## src/logic/ocrc_pkg.sv

```systemverilog
// Constants and carrier types for the overcurrent and retry configuration bank.
// Assumes a host that delivers whole 16-bit serial words as one-cycle strobes.
package ocrc_pkg;
	localparam int WORD_W        = 16;
	localparam int FIELD_W       = 9;
	localparam int BANK_BIT      = 13;
	localparam int ADDR_HI       = 12;
	localparam int ADDR_LO       = 10;
	localparam logic [2:0] ADDR_OCP   = 3'h4;
	localparam logic [2:0] ADDR_RETRY = 3'h5;
	localparam logic [8:0] OCP_RESET   = 9'h000;
	localparam logic [8:0] RETRY_RESET = 9'h000;
	localparam int RETRY_LIMIT   = 16;
	localparam int RETRY_CNT_W   = 5;
	localparam int DIV_LOW       = 256;
	localparam int DIV_HIGH      = 512;
	localparam int DIV_W         = 9;

	// Field positions inside the overcurrent profile word
	localparam int OCP_HIGH_RANGE_BIT  = 8;
	localparam int OCP_PRESCALE_BIT    = 7;
	localparam int OCP_INT_CLOCK_BIT   = 6;
	localparam int OCP_SENSE_RATIO_BIT = 5;
	localparam int OCP_FIRST_WIN_BIT   = 4;
	localparam int OCP_SECOND_WIN_BIT  = 3;
	localparam int OCP_UPPER_SEL_BIT   = 2;
	localparam int OCP_MIDDLE_SEL_BIT  = 1;
	localparam int OCP_LOWER_SEL_BIT   = 0;
	// Field positions inside the auto-retry word
	localparam int RTY_OFFSET_POL_BIT  = 8;
	localparam int RTY_PERIOD_HI_BIT   = 3;
	localparam int RTY_PERIOD_LO_BIT   = 2;
	localparam int RTY_UNLIMITED_BIT   = 1;
	localparam int RTY_CONTROL_BIT     = 0;

	typedef enum logic [1:0] {
		OCRC_LOWER_HIGHEST = 2'b00,
		OCRC_LOWER_MEDIUM  = 2'b01,
		OCRC_LOWER_LOWEST  = 2'b10
	} ocrc_lower_type;

	typedef enum logic [2:0] {
		OCRC_WIN_UPPER_ONE  = 3'b000,
		OCRC_WIN_UPPER_TWO  = 3'b001,
		OCRC_WIN_MIDDLE_ONE = 3'b010,
		OCRC_WIN_MIDDLE_TWO = 3'b011,
		OCRC_WIN_MOTOR_ONE  = 3'b100,
		OCRC_WIN_MOTOR_TWO  = 3'b101
	} ocrc_win_type;

	typedef enum logic [1:0] {
		OCRC_PH_UPPER  = 2'b00,
		OCRC_PH_MIDDLE = 2'b01,
		OCRC_PH_LOWER  = 2'b10
	} ocrc_phase_type;

	// Serial word as delivered by the serial front end
	typedef struct packed {
		logic [1:0] top;
		logic       bank;
		logic [2:0] addr;
		logic       spare;
		logic [8:0] field;
	} ocrc_word_type;

	// Per-channel decoded settings
	typedef struct packed {
		logic           upperLow;
		logic           middleLow;
		ocrc_lower_type lowerLevel;
		logic           lowRatio;
		logic           internalClock;
		logic           prescale512;
		ocrc_win_type   firstWindow;
		ocrc_win_type   secondWindow;
		logic           motorMode;
		logic           offsetAdd;
		logic [1:0]     retryPeriod;
		logic           retryUnlimited;
		logic           retryEnabled;
	} ocrc_chan_type;
endpackage : ocrc_pkg

```

## src/logic/ocrc_bank.sv

```systemverilog
// Two-channel overcurrent profile and auto-retry configuration bank.
// Assumes whole serial words arrive as one-cycle strobes, synchronous to ref_clk.
//
// How it works
// RL1: HOCR zero forces highest lower level.
// RL2: HOCR one: lower bit picks medium/lowest.
// RL3: No current sensing during protection windows.
// RL4: External clock divided by 512 or 256.
// RL5: Clock bit one selects internal clock.
// RL6: Ratio bit one selects low-current ratio.
// RL7: Low ratio divides all thresholds by three.
// RL8: Bulb: upper, then middle, then lower.
// RL9: Motor: upper in single window, then lower.
// RL10: Bulb window bits pick each window length.
// RL11: Motor window bits pick one of four.
// RL12: Upper bit zero selects higher upper threshold.
// RL13: Middle bit picks middle threshold; motor ignores.
// RL14: Offset bit one adds, zero subtracts.
// RL15: Two bits select four retry periods.
// RL16: Unlimited bit allows endless retries when enabled.
// RL17: Limited mode stops after sixteen attempts.
// RL18: Counter survives delatch and fault removal.
// RL19: Bulb: retry bit one disables retry.
// RL20: Motor: retry bit one enables retry.
// RL21: Load type pin selects bulb or motor.
// RL22: Word bit thirteen selects channel bank.
// RL23: Bits 12..10 address register, 8..0 fields.
// RL24: Count retry attempts; flag when counter full.
`timescale 1ns/1ps
module ocrc_bank #(
	parameter int CHANNELS = 2
) (
	input  wire logic                              ref_clk,
	input  wire logic                              resetn,
	input  wire logic                              wordValid,
	input  wire ocrc_pkg::ocrc_word_type           wordIn,
	input  wire logic [CHANNELS-1:0]               load_type_pin,
	input  wire logic                              extClock,
	input  wire logic [CHANNELS-1:0]               intClockTick,
	input  wire logic [CHANNELS-1:0]               windowStart,
	input  wire logic [CHANNELS-1:0]               retryAttempt,
	input  wire logic [CHANNELS-1:0]               retryCounterReset,
	output ocrc_pkg::ocrc_chan_type [CHANNELS-1:0] chanCfg,
	output logic [CHANNELS-1:0][8:0]               ocpReadback,
	output logic [CHANNELS-1:0][8:0]               retryReadback,
	output ocrc_pkg::ocrc_phase_type [CHANNELS-1:0] thresholdPhase,
	output logic [CHANNELS-1:0]                    windowActive,
	output logic [CHANNELS-1:0]                    senseAllowed,
	output logic [CHANNELS-1:0]                    thresholdDivThree,
	output logic [CHANNELS-1:0]                    pwmTick,
	output logic [CHANNELS-1:0]                    retryAllowed,
	output logic [CHANNELS-1:0]                    counterFull,
	output logic [CHANNELS-1:0][ocrc_pkg::RETRY_CNT_W-1:0] retryCount
);
	import ocrc_pkg::*;

	// ----------------------------------------
	// Register write decode
	// ----------------------------------------
	logic [CHANNELS-1:0][8:0] ocpReg;
	logic [CHANNELS-1:0][8:0] retryReg;
	logic [CHANNELS-1:0]      ocpWrite;
	logic [CHANNELS-1:0]      retryWrite;
	logic                     extPrev;
	logic                     extEdge;

	// One strobe per channel and register; other addresses fall through
	always_comb begin
		ocpWrite   = '0;
		retryWrite = '0;
		for (int c = 0; c < CHANNELS; c++) begin
			if (wordValid && int'(wordIn.bank) == c) begin // RL22
				ocpWrite[c]   = (wordIn.addr == ADDR_OCP); // RL23
				retryWrite[c] = (wordIn.addr == ADDR_RETRY); // RL23
			end
		end
	end

	always_ff @(posedge ref_clk or negedge resetn) begin
		if (!resetn) begin
			ocpReg <= '{default: OCP_RESET};
		end else begin
			for (int c = 0; c < CHANNELS; c++) begin
				if (ocpWrite[c])
					ocpReg[c] <= wordIn.field; // RL23
			end
		end
	end

	always_ff @(posedge ref_clk or negedge resetn) begin
		if (!resetn) begin
			retryReg <= '{default: RETRY_RESET};
		end else begin
			for (int c = 0; c < CHANNELS; c++) begin
				if (retryWrite[c])
					retryReg[c] <= wordIn.field; // RL23
			end
		end
	end

	// ----------------------------------------
	// Register readback
	// ----------------------------------------
	assign ocpReadback   = ocpReg;
	assign retryReadback = retryReg;

	// ----------------------------------------
	// External clock edge detector
	// ----------------------------------------
	// Shared by both channel dividers
	always_ff @(posedge ref_clk or negedge resetn) begin
		if (!resetn)
			extPrev <= 1'b0;
		else
			extPrev <= extClock;
	end
	assign extEdge = extClock && !extPrev;

	// ----------------------------------------
	// Per-channel decode, divider and retry counter
	// ----------------------------------------
	for (genvar c = 0; c < CHANNELS; c++) begin : gChan
		logic                   motor;
		logic [8:0]             ocp;
		logic [8:0]             rty;
		ocrc_chan_type          cfg;
		logic                   highRange;
		logic                   prescaleSel;
		logic                   intClockSel;
		logic                   senseRatioSel;
		logic                   firstWinSel;
		logic                   secondWinSel;
		logic                   upperSel;
		logic                   middleSel;
		logic                   lowerSel;
		logic                   offsetPol;
		logic [1:0]             periodSel;
		logic                   unlimitedSel;
		logic                   retryCtrl;
		ocrc_lower_type         lowerLevel;
		ocrc_win_type           firstWin;
		ocrc_win_type           secondWin;
		logic                   retryEnable;
		logic [DIV_W-1:0]       divCount;
		logic [DIV_W-1:0]       next_divCount;
		logic [DIV_W-1:0]       divLast;
		logic                   divHit;
		ocrc_phase_type         phase;
		ocrc_phase_type         next_phase;
		logic                   winStart;
		logic                   phaseStep;
		logic                   retryRestart;
		logic [RETRY_CNT_W-1:0] next_retryCount;

		// ----------------------------------------
		// Load type and field extraction
		// ----------------------------------------
		assign motor = load_type_pin[c]; // RL21
		assign ocp   = ocpReg[c];
		assign rty   = retryReg[c];

		assign highRange     = ocp[OCP_HIGH_RANGE_BIT];
		assign prescaleSel   = ocp[OCP_PRESCALE_BIT];
		assign intClockSel   = ocp[OCP_INT_CLOCK_BIT];
		assign senseRatioSel = ocp[OCP_SENSE_RATIO_BIT];
		assign firstWinSel   = ocp[OCP_FIRST_WIN_BIT];
		assign secondWinSel  = ocp[OCP_SECOND_WIN_BIT];
		assign upperSel      = ocp[OCP_UPPER_SEL_BIT];
		assign middleSel     = ocp[OCP_MIDDLE_SEL_BIT];
		assign lowerSel      = ocp[OCP_LOWER_SEL_BIT];
		assign offsetPol     = rty[RTY_OFFSET_POL_BIT];
		assign periodSel     = {rty[RTY_PERIOD_HI_BIT], rty[RTY_PERIOD_LO_BIT]};
		assign unlimitedSel  = rty[RTY_UNLIMITED_BIT];
		assign retryCtrl     = rty[RTY_CONTROL_BIT];

		// ----------------------------------------
		// Lower threshold level
		// ----------------------------------------
		// Low range bit pins the highest level; select bit ignored
		always_comb begin
			unique case ({highRange, lowerSel})
				2'b00: lowerLevel = OCRC_LOWER_HIGHEST; // RL1
				2'b01: lowerLevel = OCRC_LOWER_HIGHEST; // RL1
				2'b10: lowerLevel = OCRC_LOWER_MEDIUM; // RL2
				2'b11: lowerLevel = OCRC_LOWER_LOWEST; // RL2
			endcase
		end

		// ----------------------------------------
		// Window durations
		// ----------------------------------------
		// Motor has one window; second window code is a fixed filler
		always_comb begin
			if (motor) begin
				unique case ({firstWinSel, secondWinSel}) // RL11
					2'b00: firstWin = OCRC_WIN_MOTOR_ONE;
					2'b01: firstWin = OCRC_WIN_MOTOR_TWO;
					2'b10: firstWin = OCRC_WIN_UPPER_ONE;
					2'b11: firstWin = OCRC_WIN_UPPER_TWO;
				endcase
				secondWin = OCRC_WIN_MIDDLE_ONE;
			end else begin
				firstWin  = firstWinSel ? OCRC_WIN_UPPER_TWO : OCRC_WIN_UPPER_ONE; // RL10
				secondWin = secondWinSel ? OCRC_WIN_MIDDLE_TWO : OCRC_WIN_MIDDLE_ONE; // RL10
			end
		end

		// ----------------------------------------
		// Retry enable polarity
		// ----------------------------------------
		assign retryEnable = motor ? retryCtrl : !retryCtrl; // RL19 RL20

		// ----------------------------------------
		// Decoded configuration
		// ----------------------------------------
		always_comb begin
			cfg                = '0;
			cfg.motorMode      = motor;
			cfg.upperLow       = upperSel; // RL12
			cfg.middleLow      = motor ? 1'b0 : middleSel; // RL13
			cfg.lowerLevel     = lowerLevel;
			cfg.prescale512    = prescaleSel;
			cfg.internalClock  = intClockSel; // RL5
			cfg.lowRatio       = senseRatioSel; // RL6
			cfg.firstWindow    = firstWin;
			cfg.secondWindow   = secondWin;
			cfg.offsetAdd      = offsetPol; // RL14
			cfg.retryPeriod    = periodSel; // RL15
			cfg.retryUnlimited = unlimitedSel;
			cfg.retryEnabled   = retryEnable;
		end

		assign chanCfg[c]           = cfg;
		assign thresholdDivThree[c] = cfg.lowRatio; // RL7

		// ----------------------------------------
		// PWM clock divider
		// ----------------------------------------
		assign divLast = cfg.prescale512 ? DIV_W'(DIV_HIGH - 1) : DIV_W'(DIV_LOW - 1); // RL4
		assign divHit  = (divCount >= divLast);

		// Counter parks at zero in internal mode so a switch back starts clean
		always_comb begin
			next_divCount = divCount;
			if (cfg.internalClock)
				next_divCount = '0;
			else if (extEdge)
				next_divCount = divHit ? '0 : divCount + 1'b1; // RL4
		end

		always_ff @(posedge ref_clk or negedge resetn) begin
			if (!resetn)
				divCount <= '0;
			else
				divCount <= next_divCount;
		end

		// Internal mode passes the tick through one flop
		always_ff @(posedge ref_clk or negedge resetn) begin
			if (!resetn)
				pwmTick[c] <= 1'b0;
			else if (cfg.internalClock)
				pwmTick[c] <= intClockTick[c]; // RL5
			else if (extEdge)
				pwmTick[c] <= divHit; // RL4
			else
				pwmTick[c] <= 1'b0;
		end

		// ----------------------------------------
		// Threshold phase sequencing
		// ----------------------------------------
		// Window start opens the upper phase; internal ticks step it on
		assign winStart     = windowStart[c];
		assign phaseStep    = windowActive[c] && intClockTick[c];
		assign retryRestart = retryAttempt[c] && (phase == OCRC_PH_LOWER);

		always_comb begin
			next_phase = phase;
			if (winStart) begin
				next_phase = OCRC_PH_UPPER;
			end else if (phaseStep) begin
				unique case (phase)
					OCRC_PH_UPPER:  next_phase = motor ? OCRC_PH_LOWER : OCRC_PH_MIDDLE; // RL8 RL9
					OCRC_PH_MIDDLE: next_phase = OCRC_PH_LOWER; // RL8
					OCRC_PH_LOWER:  next_phase = OCRC_PH_LOWER;
					default:        next_phase = OCRC_PH_LOWER;
				endcase
			end else if (retryRestart) begin
				next_phase = OCRC_PH_UPPER;
			end
		end

		always_ff @(posedge ref_clk or negedge resetn) begin
			if (!resetn)
				phase <= OCRC_PH_LOWER;
			else
				phase <= next_phase;
		end

		// ----------------------------------------
		// Window and sense gating
		// ----------------------------------------
		assign thresholdPhase[c] = phase;
		assign windowActive[c]   = (phase != OCRC_PH_LOWER);
		assign senseAllowed[c]   = !windowActive[c]; // RL3

		// ----------------------------------------
		// Retry attempt counter
		// ----------------------------------------
		// Only its own reset pulse clears it; an allowed attempt in that cycle wins.
		// Saturates at the limit so unlimited mode cannot wrap below full.
		always_comb begin
			next_retryCount = retryCount[c];
			if (retryAttempt[c] && retryAllowed[c]) begin
				if (!counterFull[c])
					next_retryCount = retryCount[c] + 1'b1; // RL24
			end else if (retryCounterReset[c]) begin
				next_retryCount = '0; // RL18
			end
		end

		always_ff @(posedge ref_clk or negedge resetn) begin
			if (!resetn)
				retryCount[c] <= '0;
			else
				retryCount[c] <= next_retryCount;
		end

		// ----------------------------------------
		// Retry permission
		// ----------------------------------------
		assign counterFull[c] = (retryCount[c] == RETRY_CNT_W'(RETRY_LIMIT)); // RL24

		always_comb begin
			if (!cfg.retryEnabled)
				retryAllowed[c] = 1'b0;
			else if (cfg.retryUnlimited)
				retryAllowed[c] = 1'b1; // RL16
			else
				retryAllowed[c] = !counterFull[c]; // RL17
		end
	end
endmodule : ocrc_bank

```

## config.mk

```make
export PLATFORM = sky130hd
export DESIGN_NAME = ocrc_bank
export DESIGN_NICKNAME = d
export VERILOG_FILES = /design/src/logic/ocrc_pkg.sv /design/src/logic/ocrc_bank.sv
export SDC_FILE = /design/constraint.sdc
export NUM_CORES = 1
export LEC_CHECK = 0
export ABC_CLOCK_PERIOD_IN_PS = 1800
export BUFFER_PORTS_ARGS = -buffer_cell sky130_fd_sc_hd__buf_2
export CELL_PAD_IN_SITES_DETAIL_PLACEMENT = 1
export CELL_PAD_IN_SITES_GLOBAL_PLACEMENT = 1
export CORE_MARGIN = 8
export CORE_UTILIZATION = 38
export CTS_CLUSTER_DIAMETER = 120
export DETAILED_ROUTE_END_ITERATION = 8
export PLACE_DENSITY_LB_ADDON = 0.25
export SLEW_MARGIN = 20
export SYNTH_ARGS = -nofsm -noshare
export SYNTH_HDL_FRONTEND = slang
export SYNTH_SLANG_ARGS = --single-unit
```

## constraint.sdc

```tcl
create_clock -name ref_clk -period 1.8 [get_ports ref_clk]
set_clock_uncertainty 0.05 [all_clocks]
set_input_delay 0.54 -clock ref_clk [delete_from_list [all_inputs] [get_ports ref_clk]]
set_output_delay 0.54 -clock ref_clk [all_outputs]
set_load 0.02 [all_outputs]
```

### After elaboration in Yosys (flattened, before gate mapping)

Index checks and enable logic that the tools add are counted.

| word-level totals | value |
|---|---|
| register bits | 71 |
| output and inout port bits | 100 |

| cells by class | value |
|---|---|
| add/sub/neg operators | 4 |
| magnitude comparators | 2 |
| eq/ne operators | 22 |
| mux-type cells | 52 |
| bitwise operators | 1 |
| reductions and logical operators | 32 |

Operators by type and width:

| kind | number |
|---|---|
| two-way mux 9 bit | 8 |
| two-way mux 5 bit | 6 |
| case mux 3 bit (4 select lines) | 2 |
| two-way mux 1 bit | 22 |
| == test 2 bit, second input constant | 10 |
| two-way mux 2 bit | 10 |
| adder 9 x 1 -> 9 bit, second input constant | 2 |
| >= comparator 9 bit | 2 |
| zero test 2 bit | 6 |
| case mux 2 bit (3 select lines) | 2 |
| adder 5 x 1 -> 5 bit, second input constant | 2 |
| == test 5 bit, second input constant | 2 |
| logical AND 1 bit | 9 |
| == test 2 x 1 -> 1 bit, second input constant | 4 |
| inequality test 2 bit, second input constant | 4 |
| nonzero test 2 bit | 4 |
| zero test 1 bit | 7 |
| == test 3 bit, second input constant | 2 |
| two-way mux 3 bit | 2 |
| nonzero test 3 bit | 2 |
| AND reduction 2 bit | 2 |
| OR reduction 2 bit | 2 |
| NOT 1 bit | 1 |

### Logic depth before layout (Yosys ltp)

| logic depth | value |
|---|---|
| depth in word-level cells | 7 |
| depth in mapped cells | 6 |
| depth with buffers taken out | 6 |

### Worst setup path after synthesis

Ideal clock, no wire load.

| timing | value |
|---|---|
| path kind | register to output |
| from | reg retryCount[0] (netlist name) |
| to | out retryAllowed[0] |
| data arrival time | 1.115 ns |
| data required time | 1.210 ns |
| setup slack | 0.095 ns |
| cell stages (with the launch flop) | 5 |
| buffers on the path | 0 |
| path through | dfrtp_1 inv_1 ha_1 nand4bb_1 o21a_1 |

| on the way | value |
|---|---|
| cells in the longest elaborated chain, start to end | 4 |

RTL lines:

| what | RTL line | text |
|---|---|---|
| from (decl) | ocrc_bank.sv:53 | `output logic [CHANNELS-1:0][ocrc_pkg::RETRY_CNT_W-1:0] retryCount` |
| from (signal, indexed assignment) | ocrc_bank.sv:327 | `retryCount[c] <= next_retryCount;` |
| == test 5 bit | ocrc_bank.sv:333 | `assign counterFull[c] = (retryCount[c] == RETRY_CNT_W'(RETRY_LIMIT));` |
| zero test 1 bit | ocrc_bank.sv:341 | `retryAllowed[c] = !counterFull[c];` |
| two-way mux 1 bit | ocrc_bank.sv:338 | `else if (cfg.retryUnlimited)` |
| two-way mux 1 bit | ocrc_bank.sv:336 | `if (!cfg.retryEnabled)` |
| to (decl) | ocrc_bank.sv:51 | `output logic [CHANNELS-1:0] retryAllowed,` |

Every way passes these cells.

### Worst setup path after layout

Ends and elaborated chain as after synthesis.

==> summary.txt <==
CP Capture Type - primary output
Max Slew Vio Count - 0
reg2reg start - retryCount[0]
Tcrit/Tclk final - 1.146
DRC - 0
status - finished, violations left
Yosys reg bits - 71
GRT Residual Overflow - 0
Yosys warnings - 0
Max Root-Sink Buffers - 2
worst path cell trace - inv_1 > ha_1 > nand4bb_1 > o21a_1 > buf_6
number of cells on the worst reg-to-reg path - 8
synthesized area - 0.003616 mm^2
Hold Fails Final Rpt - 0
Post-Syn Area per Cell - 11.55 um^2
required time of the worst setup path - 1.21 ns
Critical Path Slowest Stage Cell - dfrtp_1
DPL Wire Length - 7641 um
Synth Instances - 313
initial antenna violation count - 1
clk sinks - 71
type of the worst min-delay path - input port to flip-flop
H-tree levels - 3
Nets - 491
number of diodes - 0
clk slew on worst S/H paths - 0.08 ns
largest delay contributor family on the critical path - flip-flops
critical path class - flip-flop to primary output
die area - 0.01289 mm^2
ys flop type - dfrtp_1
WL/cell - 17.32 um
routability congestion estimate - 0.7770
DR iter-0 viols - 81
min cycle time layout - 2.063 ns
total wire length - 10150 um
power density cells - 1137 mW/mm^2
failing checks - setup timing
CTS tree - yes
first-pass GRT wire length - 16470 um
setup slack, reg-to-reg - 0.10 ns
Crit path largest cell delay - 0.38 ns
crit path to - retryAllowed[0]
Worst Slack Setup Final - -0.2626 ns
largest cells by area after synthesis - dfrtp_1, mux2_2, buf_4, ha_1, xor2_1
WP data arrival - 1.47 ns
Port-buffer cells - 120
sequential fraction of the synthesis area - 0.4920
Layout area overhead - 32.91%
Yosys top cell area share - 0.4775
Post-synth top cells - dfrtp_1, mux2_2, buf_4
Max Freq - 0.4848 GHz
Static Leak - 2.444 nW
die span in x - 113.6 um
drt pass-1 iters - 4
max cap viols - 0
CTS Root Cell - clkbuf_8
Chip Height - 113.6 um
hold path start - windowStart[1]
Post-synth EDFFs - 0
fillcell total - 1029
worst path bufs/invs - 2
GRT Total Usage - 0.1600
nature of the critical path startpoint - flip-flop
Core Footprint - 0.009240 mm^2
worst-path maximum fanout - 3
share of the core filled with cells - 0.5201
most frequent cell after synthesis - dfrtp_1
unrepaired setup endpoints after global routing - yes
ys async rst share - 1.000
CTS Buf Count - 9
Final ANT Viol Nets - 0
# rows - 35
I/O pins - 130
Setup-failing EPs final - 5
RR Endpoint - retryCount[2]
Via density - 4.886
maximum VDD drop - 609.4 uV
WP depth - 5
beginning of the critical path - retryCount[0]
largest net degree at the start of global routing - 43
non-filler cells, final - 586
Netlist cell types - 47
Starting Density - 0.3913
area leader, netlist - dfrtp_1
TNS Setup - -0.7572 ns
share of cells above drive strength 1 - 0.5120
routed vias - 2863
clk_lat worst skew - 0.34 ns
dpl cells - 558
vias in the first global route - 3217
pre-CTS setup slack - -0.05340 ns
[how the worst min path moves through the flow]
stage / endpoint / slack, ns / cells past startpoint
6_report: gChan[1].phase[1] / 0.29 / 2
3_3_place_gp: gChan[1].divCount[8] / 0.36 / 1
2_1_floorplan: extPrev / 0.19 / 0
5_1_grt: gChan[0].phase[1] / 0.28 / 2
4_1_cts: gChan[1].phase[1] / 0.27 / 2
3_5_place_dp: gChan[1].divCount[8] / 0.36 / 1
[area by class of cell]
type	instances	area (um^2)	area share
clock buffers	9	123.9	0.02577
flip-flops and latches	71	1782	0.3707
well taps	129	161.4	0.03359
multi-input cells	195	1595	0.3319
clock inverters	6	71.32	0.01484
inverters	18	67.56	0.01406
repair buffers	158	1005	0.2091
[kinds of logic (layout without fill, tap and decap cells)]
family                     after synthesis  count (layout)  synth area share
and+or+nand+nor                         80              80            0.1301
adders and majority gates                8               8           0.02768
xor gates and xnor gates                17              17           0.04533
buffers and inverters                   51             191           0.08339
muxes                                   40              40            0.1246
other                                    2               6          0.002077
DFF                                     71              71            0.4920
AOI/OAI and AO/OA                       44              44           0.09481
[report_power, final]
group	internal [W]	total (W)	switching, W	leakage [nW]
clock network	0.000642	0.00126	0.000623	0.0919
registers	0.00189	0.00217	0.000279	0.907
logic	0.000863	0.00203	0.00116	1.44
total	0.00340	0.00546	0.00207	2.44
[layout by cell type, fill, tap and decap left out, types with 5 or more instances in the layout]
master    Yosys  layout
buf_2         1     108
dfrtp_1      69      67
mux2_2       40      39
buf_4        29      33
nor2_1       17      17
buf_6         0      13
inv_1        18      12
o21ai_0      10      10
nand3_1       9       9
nand2_1       9       9
clkbuf_8      0       9
xor2_1        8       8
xnor2_1       7       7
a22o_1        7       7
ha_1          8       7
inv_2         0       6
nor2b_1       6       6
conb_1        2       6
and2_1        5       5
a21oi_1       5       5
[state kept, by name, indices dropped and copies added, names as in the netlist]
name / flops
gChan.divCount: 18
gChan.phase: 4
pwmTick: 2
retryCount: 10
extPrev: 1
gChan.ocp: 18
gChan.rty: 18
[per-layer routing]
metal,routed length [um],track usage,vias to the layer above
met4,124,0.04085,2
li1,-,-,1347
met5,12,0,-
met3,597,0.05969,10
met2,5132,0.2742,76
met1,4283,0.1839,1428
[per-stage QoR]
stage	area (um^2)	hold WS, ns	total power [W]
finish	4806	0.2886	0.005464
global route	4806	0.2764	0.005781
CTS	4710	0.2715	0.005433
detailed placement	4392	0.3592	0.004089
global placement	4392	0.3599	0.004031
floorplan	3631	0.1944	0.003414
[timing repair]
| action | 4_1_cts | 5_1_grt |
|---|---|---|
| setup endpoints to repair | 10 | 17 |
| hold buffers | 1 | 0 |
| endpoints found under the hold margin | 11 | 0 |
| resized for setup | 24 | 15 |
| pin swaps | 4 | 4 |
| setup buffers | 5 | 10 |
No activity file was read; power rests on OpenSTA's default activity.
